<file path="src/verilog/drpc_pkg.sv">
// drpc_pkg: constants for the refresh and power-down state control block
package drpc_pkg;
    // ------------------------------------------------------------------
    // command decode (cs_n, ras_n, cas_n, we_n)
    // ------------------------------------------------------------------
    localparam logic [3:0] CMD_REF  = 4'h1;   // L L L H
    localparam logic [3:0] CMD_NOP  = 4'h7;   // L H H H
    localparam logic [3:0] CMD_ACT  = 4'h3;   // L L H H
    localparam logic [3:0] CMD_PRE  = 4'h2;   // L L H L
    localparam logic [3:0] CMD_MRS  = 4'h0;   // L L L L
    // ------------------------------------------------------------------
    // mode bit positions
    // ------------------------------------------------------------------
    localparam int MR1_DLL_DIS_BIT = 0;       // mode register 1 bit A0
    localparam int MR0_PPD_BIT     = 12;      // mode register 0 bit A12
    localparam int MR_SEL_MR1      = 1;
    // ------------------------------------------------------------------
    // timing, clock rate and counter widths
    // ------------------------------------------------------------------
    localparam int CLK_MHZ         = 40;
    localparam int RFC_NS          = 160;     // refresh cycle time
    localparam int RFC_CYC         = (RFC_NS * CLK_MHZ + 999) / 1000;
    localparam int SR_REFI_NS      = 7800;    // internal self-refresh interval
    localparam int SR_REFI_CYC     = (SR_REFI_NS * CLK_MHZ) / 1000;
    localparam int CKE_NS          = 5;       // first internal refresh bound
    localparam int CKE_CYC         = (CKE_NS * CLK_MHZ) / 1000 < 1 ? 1
                                     : (CKE_NS * CLK_MHZ) / 1000;
    localparam int CPDED_NS        = 25;      // receiver switch-off delay
    localparam int CPDED_CYC       = (CPDED_NS * CLK_MHZ + 999) / 1000;
    localparam int DLL_LOCK_CYC    = 512;     // dll relock after reset, core clock cycles
    localparam int CNT_W           = 16;
    localparam int ROW_W           = 16;
    localparam int BANKS           = 8;
    // ------------------------------------------------------------------
    // device power states
    // ------------------------------------------------------------------
    typedef enum logic [2:0] {
        ST_IDLE,
        ST_REFRESH,
        ST_SELF_REF,
        ST_PD_PRE,
        ST_PD_ACT
    } drpc_state_t;
endpackage

</file>
<file path="src/verilog/drpc_edge_sync.sv">
// drpc_edge_sync: three-stage pin synchroniser with rising edge detect
`timescale 1ns/100ps
`default_nettype none
module drpc_edge_sync #(
    parameter int W = 1
) (
    // clock and reset
    input  wire  logic         core_clk,
    input  wire  logic         reset,
    // pins in, settled level and rise out
    input  wire  logic [W-1:0] pin_in,
    output var   logic [W-1:0] level_out,
    output var   logic         rise_out
);
    logic [W-1:0] s1_q;
    logic [W-1:0] s2_q;
    logic [W-1:0] s3_q;
    logic [W-1:0] lvl_d;
    logic [W-1:0] lvl_q;
    logic         rise_d;
    logic         rise_q;

    // accept a change once stages two and three agree
    always_comb begin
        lvl_d  = (s2_q == s3_q) ? s3_q : lvl_q;
        rise_d = (s2_q == s3_q) && !lvl_q[0] && s3_q[0];
    end

    // stage registers
    always_ff @(posedge core_clk or posedge reset) begin
        if (reset) begin
            s1_q   <= '0;
            s2_q   <= '0;
            s3_q   <= '0;
            lvl_q  <= '0;
            rise_q <= 1'b0;
        end else begin
            s1_q   <= pin_in;
            s2_q   <= s1_q;
            s3_q   <= s2_q;
            lvl_q  <= lvl_d;
            rise_q <= rise_d;
        end
    end

    assign level_out = lvl_q;
    assign rise_out  = rise_q;
endmodule
`default_nettype wire

</file>
<file path="src/verilog/drpc_top.sv">
// drpc_top: refresh, self-refresh and power-down state control of the memory device
//
// What this block does
// - refresh decoded: cs ras cas low, we high
// - internal row counter; banks idle after refresh
// - self-refresh entry decoded with cke low
// - dll off on entry, reset on exit, unless mode register 1 A0 disables the dll
// - ignore commands; internal timer refresh quickly
// - exit is cke high with nop
// - power-down is cke low with nop
// - precharge or active power-down by banks
// - receivers off after delay in power-down
// - mode bit chooses slow or fast exit from precharge power-down; active power-down exit is always fast
`timescale 1ns/100ps
`default_nettype none
module drpc_top
    import drpc_pkg::*;
#(
    parameter int SR_REFI_CYCLES = SR_REFI_CYC,
    parameter int DLL_LOCK_CYCLES = DLL_LOCK_CYC
) (
    // clock and reset
    input  wire  logic             core_clk,
    input  wire  logic             reset,
    // memory link pins from the controller
    input  wire  logic             ck_pin,
    input  wire  logic             cke_pin,
    input  wire  logic             cs_n_pin,
    input  wire  logic             ras_n_pin,
    input  wire  logic             cas_n_pin,
    input  wire  logic             we_n_pin,
    input  wire  logic [2:0]       ba_pin,
    input  wire  logic [ROW_W-1:0] addr_pin,
    // device state seen by the rest of the core
    output var   logic             refresh_busy,
    output var   logic             refresh_pulse,
    output var   logic [ROW_W-1:0] refresh_row,
    output var   logic             self_refresh,
    output var   logic             power_down_pre,
    output var   logic             power_down_act,
    output var   logic             slow_exit,
    output var   logic             rx_enable,
    output var   logic             dll_enable,
    output var   logic             dll_reset,
    output var   logic [BANKS-1:0] bank_open
);
    // ------------------------------------------------------------------
    // pin synchronisers; command sampled at each ck rising edge
    // ------------------------------------------------------------------
    localparam int PW = 5 + 3 + ROW_W;
    logic [PW-1:0] pins_s;
    logic          ck_rise;

    drpc_edge_sync #(.W(PW)) u_sync_cmd (
        .core_clk  (core_clk),
        .reset     (reset),
        .pin_in    ({cke_pin, cs_n_pin, ras_n_pin, cas_n_pin, we_n_pin, ba_pin, addr_pin}),
        .level_out (pins_s),
        .rise_out  ()
    );
    drpc_edge_sync #(.W(1)) u_sync_ck (
        .core_clk  (core_clk),
        .reset     (reset),
        .pin_in    (ck_pin),
        .level_out (),
        .rise_out  (ck_rise)
    );

    logic             cke_s;
    logic [3:0]       cmd_s;
    logic [2:0]       ba_s;
    logic [ROW_W-1:0] addr_s;
    assign cke_s  = pins_s[PW-1];
    assign cmd_s  = pins_s[PW-2 -: 4];
    assign ba_s   = pins_s[ROW_W +: 3];
    assign addr_s = pins_s[ROW_W-1:0];

    // nop or deselect decode, used at several places
    function automatic logic is_nop(input logic [3:0] c);
        return (c == CMD_NOP) || c[3];
    endfunction

    // clock enable registered high at the last ck edge and low at this one
    function automatic logic cke_fell(input logic prev, input logic cur);
        return prev && !cur;
    endfunction

    // leaving power-down or self-refresh: clock enable high with nop or deselect
    function automatic logic is_exit(input logic k, input logic [3:0] c);
        return k && is_nop(c);
    endfunction

    // ------------------------------------------------------------------
    // state and counters
    // ------------------------------------------------------------------
    drpc_state_t      state_q, state_d;
    logic             cke_prev_q, cke_prev_d;
    logic [CNT_W-1:0] tmr_q, tmr_d;     // refresh cycle / internal timer
    logic [CNT_W-1:0] cpd_q, cpd_d;     // receiver switch-off delay
    logic [CNT_W-1:0] dll_q, dll_d;     // dll reset hold
    logic [ROW_W-1:0] row_q, row_d;
    logic [BANKS-1:0] bank_q, bank_d;
    logic             dll_dis_q, dll_dis_d;   // mode register 1 A0
    logic             ppd_fast_q, ppd_fast_d; // mode register 0 A12
    logic             sr_first_q, sr_first_d;
    logic             pulse_d, pulse_q;
    logic             rx_d, rx_q;
    logic             slow_d, slow_q;
    logic             dllen_d, dllen_q;

    // next state: command decode per ck edge
    always_comb begin
        state_d    = state_q;
        cke_prev_d = cke_prev_q;
        tmr_d      = tmr_q;
        cpd_d      = cpd_q;
        dll_d      = (dll_q != '0) ? dll_q - 1'b1 : dll_q;
        row_d      = row_q;
        bank_d     = bank_q;
        dll_dis_d  = dll_dis_q;
        ppd_fast_d = ppd_fast_q;
        sr_first_d = sr_first_q;
        pulse_d    = 1'b0;
        rx_d       = rx_q;
        slow_d     = slow_q;
        dllen_d    = dllen_q;
        if (ck_rise) begin
            cke_prev_d = cke_s;
            case (state_q)
                ST_IDLE: begin
                    if (cke_fell(cke_prev_q, cke_s) && cmd_s == CMD_REF) begin
                        state_d    = ST_SELF_REF;
                        tmr_d      = CNT_W'(CKE_CYC);
                        sr_first_d = 1'b1;
                        bank_d     = '0;
                        rx_d       = 1'b0;
                        if (!dll_dis_q) dllen_d = 1'b0;
                    end else if (cke_fell(cke_prev_q, cke_s) && is_nop(cmd_s)) begin
                        state_d = (bank_q == '0) ? ST_PD_PRE : ST_PD_ACT;
                        cpd_d   = CNT_W'(CPDED_CYC);
                        slow_d  = (bank_q == '0) && !ppd_fast_q;
                        if (slow_d) dllen_d = 1'b0;
                    end else if (cke_s && cmd_s == CMD_REF) begin
                        state_d = ST_REFRESH;
                        tmr_d   = CNT_W'(RFC_CYC);
                        pulse_d = 1'b1;
                        row_d   = row_q + 1'b1;
                    end else if (cke_s && cmd_s == CMD_ACT) begin
                        bank_d[ba_s] = 1'b1;
                    end else if (cke_s && cmd_s == CMD_PRE) begin
                        if (addr_s[10]) bank_d = '0;
                        else bank_d[ba_s] = 1'b0;
                    end else if (cke_s && cmd_s == CMD_MRS) begin
                        if (ba_s == 3'(MR_SEL_MR1)) dll_dis_d = addr_s[MR1_DLL_DIS_BIT];
                        else if (ba_s == 3'h0) ppd_fast_d = addr_s[MR0_PPD_BIT];
                    end
                end
                ST_PD_PRE, ST_PD_ACT: begin
                    if (is_exit(cke_s, cmd_s)) begin
                        state_d = ST_IDLE;
                        rx_d    = 1'b1;
                        if (slow_q) begin
                            dllen_d = 1'b1;
                            dll_d   = CNT_W'(DLL_LOCK_CYCLES);
                        end
                        slow_d = 1'b0;
                    end
                end
                ST_SELF_REF: begin
                    if (is_exit(cke_s, cmd_s)) begin
                        state_d = ST_IDLE;
                        rx_d    = 1'b1;
                        sr_first_d = 1'b0;
                        // an exit before the first internal tick still refreshes a row
                        if (sr_first_q) begin
                            pulse_d = 1'b1;
                            row_d   = row_q + 1'b1;
                        end
                        if (!dll_dis_q) begin
                            dllen_d = 1'b1;
                            dll_d   = CNT_W'(DLL_LOCK_CYCLES);
                        end
                    end
                end
                ST_REFRESH: begin
                    // commands during the refresh cycle are ignored
                    // a second refresh is refused while busy
                end
                default: state_d = ST_IDLE;
            endcase
        end
        // core-clock timers: refresh cycle end, internal refresh, receivers
        case (state_q)
            ST_REFRESH: begin
                if (tmr_q <= CNT_W'(1)) begin
                    state_d = ST_IDLE;
                    bank_d  = '0;
                end else begin
                    tmr_d = tmr_q - 1'b1;
                end
            end
            ST_SELF_REF: begin
                if (state_d == ST_SELF_REF) begin
                    if (tmr_q <= CNT_W'(1)) begin
                        pulse_d    = 1'b1;
                        row_d      = row_q + 1'b1;
                        tmr_d      = CNT_W'(SR_REFI_CYCLES);
                        sr_first_d = 1'b0;
                    end else begin
                        tmr_d = tmr_q - 1'b1;
                    end
                end
            end
            ST_PD_PRE, ST_PD_ACT: begin
                if (cpd_q != '0) begin
                    cpd_d = cpd_q - 1'b1;
                    if (cpd_q == CNT_W'(1)) rx_d = 1'b0;
                end
            end
            default: begin
            end
        endcase
    end

    // state registers
    always_ff @(posedge core_clk or posedge reset) begin
        if (reset) begin
            state_q    <= ST_IDLE;
            cke_prev_q <= 1'b0;
            tmr_q      <= '0;
            cpd_q      <= '0;
            dll_q      <= '0;
            row_q      <= '0;
            bank_q     <= '0;
            dll_dis_q  <= 1'b0;
            ppd_fast_q <= 1'b0;
            sr_first_q <= 1'b0;
            pulse_q    <= 1'b0;
            rx_q       <= 1'b1;
            slow_q     <= 1'b0;
            dllen_q    <= 1'b1;
        end else begin
            state_q    <= state_d;
            cke_prev_q <= cke_prev_d;
            tmr_q      <= tmr_d;
            cpd_q      <= cpd_d;
            dll_q      <= dll_d;
            row_q      <= row_d;
            bank_q     <= bank_d;
            dll_dis_q  <= dll_dis_d;
            ppd_fast_q <= ppd_fast_d;
            sr_first_q <= sr_first_d;
            pulse_q    <= pulse_d;
            rx_q       <= rx_d;
            slow_q     <= slow_d;
            dllen_q    <= dllen_d;
        end
    end

    // ------------------------------------------------------------------
    // registered outputs
    // ------------------------------------------------------------------
    logic o_busy_q, o_sr_q, o_pdp_q, o_pda_q, o_dllrst_q;
    always_ff @(posedge core_clk or posedge reset) begin
        if (reset) begin
            o_busy_q   <= 1'b0;
            o_sr_q     <= 1'b0;
            o_pdp_q    <= 1'b0;
            o_pda_q    <= 1'b0;
            o_dllrst_q <= 1'b0;
        end else begin
            o_busy_q   <= (state_d == ST_REFRESH);
            o_sr_q     <= (state_d == ST_SELF_REF);
            o_pdp_q    <= (state_d == ST_PD_PRE);
            o_pda_q    <= (state_d == ST_PD_ACT);
            o_dllrst_q <= (dll_d != '0);
        end
    end

    assign refresh_busy   = o_busy_q;
    assign refresh_pulse  = pulse_q;
    assign refresh_row    = row_q;
    assign self_refresh   = o_sr_q;
    assign power_down_pre = o_pdp_q;
    assign power_down_act = o_pda_q;
    assign slow_exit      = slow_q;
    assign rx_enable      = rx_q;
    assign dll_enable     = dllen_q;
    assign dll_reset      = o_dllrst_q;
    assign bank_open      = bank_q;
endmodule
`default_nettype wire

</file>
<file path="config.mk">
export PLATFORM = sky130hd
export DESIGN_NAME = drpc_top
export DESIGN_NICKNAME = d
export VERILOG_FILES = /design/src/verilog/drpc_pkg.sv /design/src/verilog/drpc_edge_sync.sv /design/src/verilog/drpc_top.sv
export SDC_FILE = /design/constraint.sdc
export NUM_CORES = 1
export LEC_CHECK = 0
export ABC_AREA = 0
export BUFFER_PORTS_ARGS = -buffer_cell sky130_fd_sc_hd__buf_4
export CORE_MARGIN = 2
export CORE_UTILIZATION = 54
export CTS_CLUSTER_DIAMETER = 120
export DETAILED_ROUTE_END_ITERATION = 7
export GPL_ROUTABILITY_DRIVEN = 0
export PLACE_DENSITY = 0.76
export RECOVER_POWER = 50
export SYNTH_ARGS = -nofsm -noshare
export SYNTH_HDL_FRONTEND = slang
export SYNTH_HIERARCHICAL = 1
export SYNTH_SLANG_ARGS = --single-unit
</file>
<file path="constraint.sdc">
create_clock -name core_clk -period 2.7 [get_ports core_clk]
set_clock_uncertainty 0.1 [all_clocks]
set_input_delay 0.27 -clock core_clk [delete_from_list [all_inputs] [get_ports core_clk]]
set_output_delay 0.27 -clock core_clk [all_outputs]
set_load 0.03 [all_outputs]
</file>
==> metrics.txt <==
# TYPE chip_impl_metric gauge
chip_impl_metric{name="finalSetupViolCount",unit=""} 0
chip_impl_metric{name="route.detailed.drc",unit=""} 0
chip_impl_metric{name="wire_per_inst",unit="um"} 16.8
chip_impl_metric{name="relSlewSlack",unit="%"} -5.94
chip_impl_metric{name="postSynthNetCount",unit=""} 709
chip_impl_metric{name="layoutNonFillerInstCount",unit=""} 993
chip_impl_metric{name="drtPass1Iterations",unit=""} 5
chip_impl_metric{name="r2r.worst_path.cells",unit=""} 7
chip_impl_metric{name="total_switching_power",unit="W"} 0.00136
chip_impl_info{name="timing.critical_path.from_type",value="register"} 1
chip_impl_metric{name="top_ports",unit=""} 60
chip_impl_metric{name="internal_portion_of_total_power",unit="W"} 0.00405
chip_impl_metric{name="max_clock_freq",unit="GHz"} 0.379
chip_impl_metric{name="drive_above_1_share",unit="%"} 22.8
chip_impl_info{name="rsz0062_at_grt",value="true"} 1
chip_impl_metric{name="final_period_minus_worst_setup_slack",unit="ns"} 2.64
chip_impl_metric{name="core_rows",unit=""} 43
chip_impl_metric{name="wl",unit="um"} 16700
chip_impl_metric{name="vias_in_the_first_global_route",unit=""} 5805
chip_impl_metric{name="tritoncts_num_sinks",unit=""} 176
chip_impl_metric{name="nFillCells",unit=""} 945
chip_impl_metric{name="final-hold-violation-count",unit=""} 0
chip_impl_metric{name="power.ir.vdd_worst",unit="mV"} 0.663
chip_impl_metric{name="maximum_fanout_encountered_on_the_critical_timing_path",unit=""} 6
chip_impl_metric{name="multi_input_area",unit="um2"} 3140
chip_impl_metric{name="die-area",unit="um2"} 15100
chip_impl_info{name="tritoncts",value="yes"} 1
chip_impl_metric{name="worst_pin_slew",unit="ns"} 1.58
chip_impl_metric{name="grt_max_degree",unit=""} 49
chip_impl_metric{name="dieWidth",unit="um"} 123
chip_impl_metric{name="grt_usage",unit="%"} 23.3
chip_impl_metric{name="clock_tree.buffer_depth",unit=""} 2
chip_impl_metric{name="p_per_area",unit="nW/um2"} 571
chip_impl_metric{name="initial_core_utilization",unit="%"} 55.2
chip_impl_metric{name="routed-via-count",unit=""} 5762
chip_impl_metric{name="vias_per_cell",unit=""} 5.80
chip_impl_metric{name="grt_first_pass_wirelength",unit="um"} 27400
chip_impl_metric{name="antenna_found_initial",unit=""} 0
chip_impl_metric{name="seq_power_share",unit="%"} 50.4
chip_impl_metric{name="port_buffers",unit=""} 59
chip_impl_info{name="critPathCaptureType",value="register"} 1
chip_impl_metric{name="insertion_delay",unit="ns"} 0.44
chip_impl_metric{name="timing.final.ws_setup",unit="ns"} 0.0622
chip_impl_info{name="critical_path_class",value="register to register"} 1
chip_impl_metric{name="syn_area_per_cell",unit="um2"} 11.3
chip_impl_metric{name="syn_to_final_growth",unit="%"} 24.1
chip_impl_info{name="violations",value="max-capacitance violations, max-slew violations"} 1
chip_impl_metric{name="dp_cells",unit=""} 934
chip_impl_metric{name="clkTransAtPathRegs",unit="ns"} 0.07
chip_impl_metric{name="detailedPlace.worstSlack",unit="ns"} 0.0149
chip_impl_metric{name="dp_hpwl",unit="um"} 11100
chip_impl_metric{name="pwr-share-clk",unit="%"} 46.3
chip_impl_metric{name="overflow_left_after_global_routing",unit=""} 0
chip_impl_metric{name="drt.antenna.violating_nets",unit=""} 0
chip_impl_metric{name="sequential_cell_area",unit="um2"} 4410
chip_impl_info{name="run_status",value="finished with violations"} 1
chip_impl_metric{name="netlist_instances",unit=""} 674
chip_impl_metric{name="design.core.area",unit="um2"} 13800
chip_impl_info{name="worst_hold_path_type",value="input port to asynchronous set/reset pin"} 1
chip_impl_metric{name="finish.net_count",unit=""} 835
chip_impl_metric{name="final_max_slew_viol_count",unit=""} 39
chip_impl_metric{name="total_number_of_h_tree_levels",unit=""} 4
chip_impl_metric{name="worst-endpoint-arrival",unit="ns"} 2.85
chip_impl_metric{name="num_antenna_cells",unit=""} 0
chip_impl_metric{name="cp_data_required_time",unit="ns"} 2.91
chip_impl_metric{name="die-height",unit="um"} 123
chip_impl_metric{name="synthesis.yosys.warnings",unit=""} 6
chip_impl_metric{name="cts-buffers-inserted",unit=""} 17
chip_impl_metric{name="switching_share",unit="%"} 25.1
chip_impl_metric{name="power.static_leakage",unit="nW"} 4.38
chip_impl_metric{name="postPlaceCellArea",unit="um2"} 8510
chip_impl_metric{name="comb_power_share",unit="%"} 3.3
chip_impl_metric{name="period_share",unit="%"} 97.7
chip_impl_metric{name="syn_area",unit="um2"} 7630
chip_impl_info{name="cts-root-buf",value="clkbuf_16"} 1
chip_impl_metric{name="initialDrtViolationCount",unit=""} 514
chip_impl_metric{name="postLayoutCellArea",unit="um2"} 9470
chip_impl_metric{name="max_cap_viol_count",unit=""} 1
-- area by class of cell --
type	count	area share [%]
inverter	23	0.938
timing repair buffer	124	10.3
tap	180	2.38
clock buffer	17	4.49
multi-input combinational	458	33.1
sequential	176	46.5
clock inverter	15	2.25
-- layer usage --
metal	track usage, %	wire, um	up-vias
met4	9.20	408	0
met2	38.6	8480	217
met3	5.76	890	40
met1	29.3	6880	2824
li1	-	-	2681
met5	0	0	-
-- state kept, by name (all words and copies together) (netlist names), 3 cells and up --
signal                flops
u_sync_cmd/s1_q          24
u_sync_cmd/s2_q          24
u_sync_cmd/s3_q          24
cpd_q                    16
dll_q                    16
refresh_row              16
tmr_q                    16
u_sync_cmd/level_out     11
bank_open                 8
state_q                   3
-- stage by stage --
stage	power, W	hold WS, ns	util (%)	setup TNS, ns
after floorplan	0.00286	-0.0515	-	-0.00904
after global placement	0.00292	0.0901	61.6	0
after detailed placement	0.00294	0.0903	61.6	0
after CTS	0.00546	0.183	68.1	0
after global routing	0.00560	0.252	68.5	-0.258
final	0.00541	0.230	68.5	0
-- placed cells by master, fill, tap and decap left out, types with 9 or more instances in the layout --
| cell type | instances |
|---|---|
| a21oi_1 | 39 |
| buf_4 | 65 |
| clkbuf_16 | 17 |
| clkbuf_4 | 26 |
| clkinv_8 | 10 |
| dfrtp_1 | 173 |
| dlygate4sd3_1 | 26 |
| inv_1 | 21 |
| mux2_2 | 9 |
| nand2_1 | 49 |
| nand3_1 | 19 |
| nand4_1 | 20 |
| nor2_1 | 50 |
| nor3_1 | 22 |
| o211ai_1 | 12 |
| o21ai_0 | 23 |
| or3_1 | 9 |
| xnor2_1 | 39 |
| xor2_1 | 12 |
-- critical path, cell delays in order, from the launching register on --
cell	delay [ns]
dfrtp_2	0.45
or4_4	0.56
or2_4	0.27
nor4_4	0.36
o31ai_4	0.08
and2_0	0.17
o21a_1	0.15
or3_1	0.37
-- power groups by stage --
| stage | clock [W] | sequential (W) | combinational (W) |
|---|---|---|---|
| floorplan | 0 | 0.00277 | 0.0000926 |
| global placement | 0 | 0.00277 | 0.000151 |
| detailed placement | 0 | 0.00278 | 0.000157 |
| CTS | 0.00254 | 0.00273 | 0.000188 |
| global route | 0.00266 | 0.00273 | 0.000202 |
| finish | 0.00250 | 0.00273 | 0.000178 |
-- final timing paths --
path                                         startpoint  slack [ns]                                   end
min reg2reg                u_sync_cmd/s1_q[1]$_DFF_PP0_        0.25          u_sync_cmd/s2_q[1]$_DFF_PP0_
max                                 tmr_q[10]$_DFF_PP0_        0.06                    tmr_q[5]$_DFF_PP0_
max in group asynchronous                         reset        0.47  u_sync_cmd/level_out[10]$_DFFE_PP0N_
min in group core_clk      u_sync_cmd/s1_q[1]$_DFF_PP0_        0.25          u_sync_cmd/s2_q[1]$_DFF_PP0_
max reg2reg                         tmr_q[10]$_DFF_PP0_        0.06                    tmr_q[5]$_DFF_PP0_
min                                               reset        0.23              u_sync_ck/s2_q$_DFF_PP0_
-- what timing repair did --
| item | CTS | global route |
|---|---|---|
| pin swaps | 0 | 2 |
| hold buffers | 26 | 0 |
| endpoints found under the hold margin | 107 | 0 |
| buffers inserted | 0 | 1 |
| gates resized for setup | 1 | 18 |
| endpoints found under the setup margin | 5 | 27 |
No activity file was read; power rests on OpenSTA's default activity.
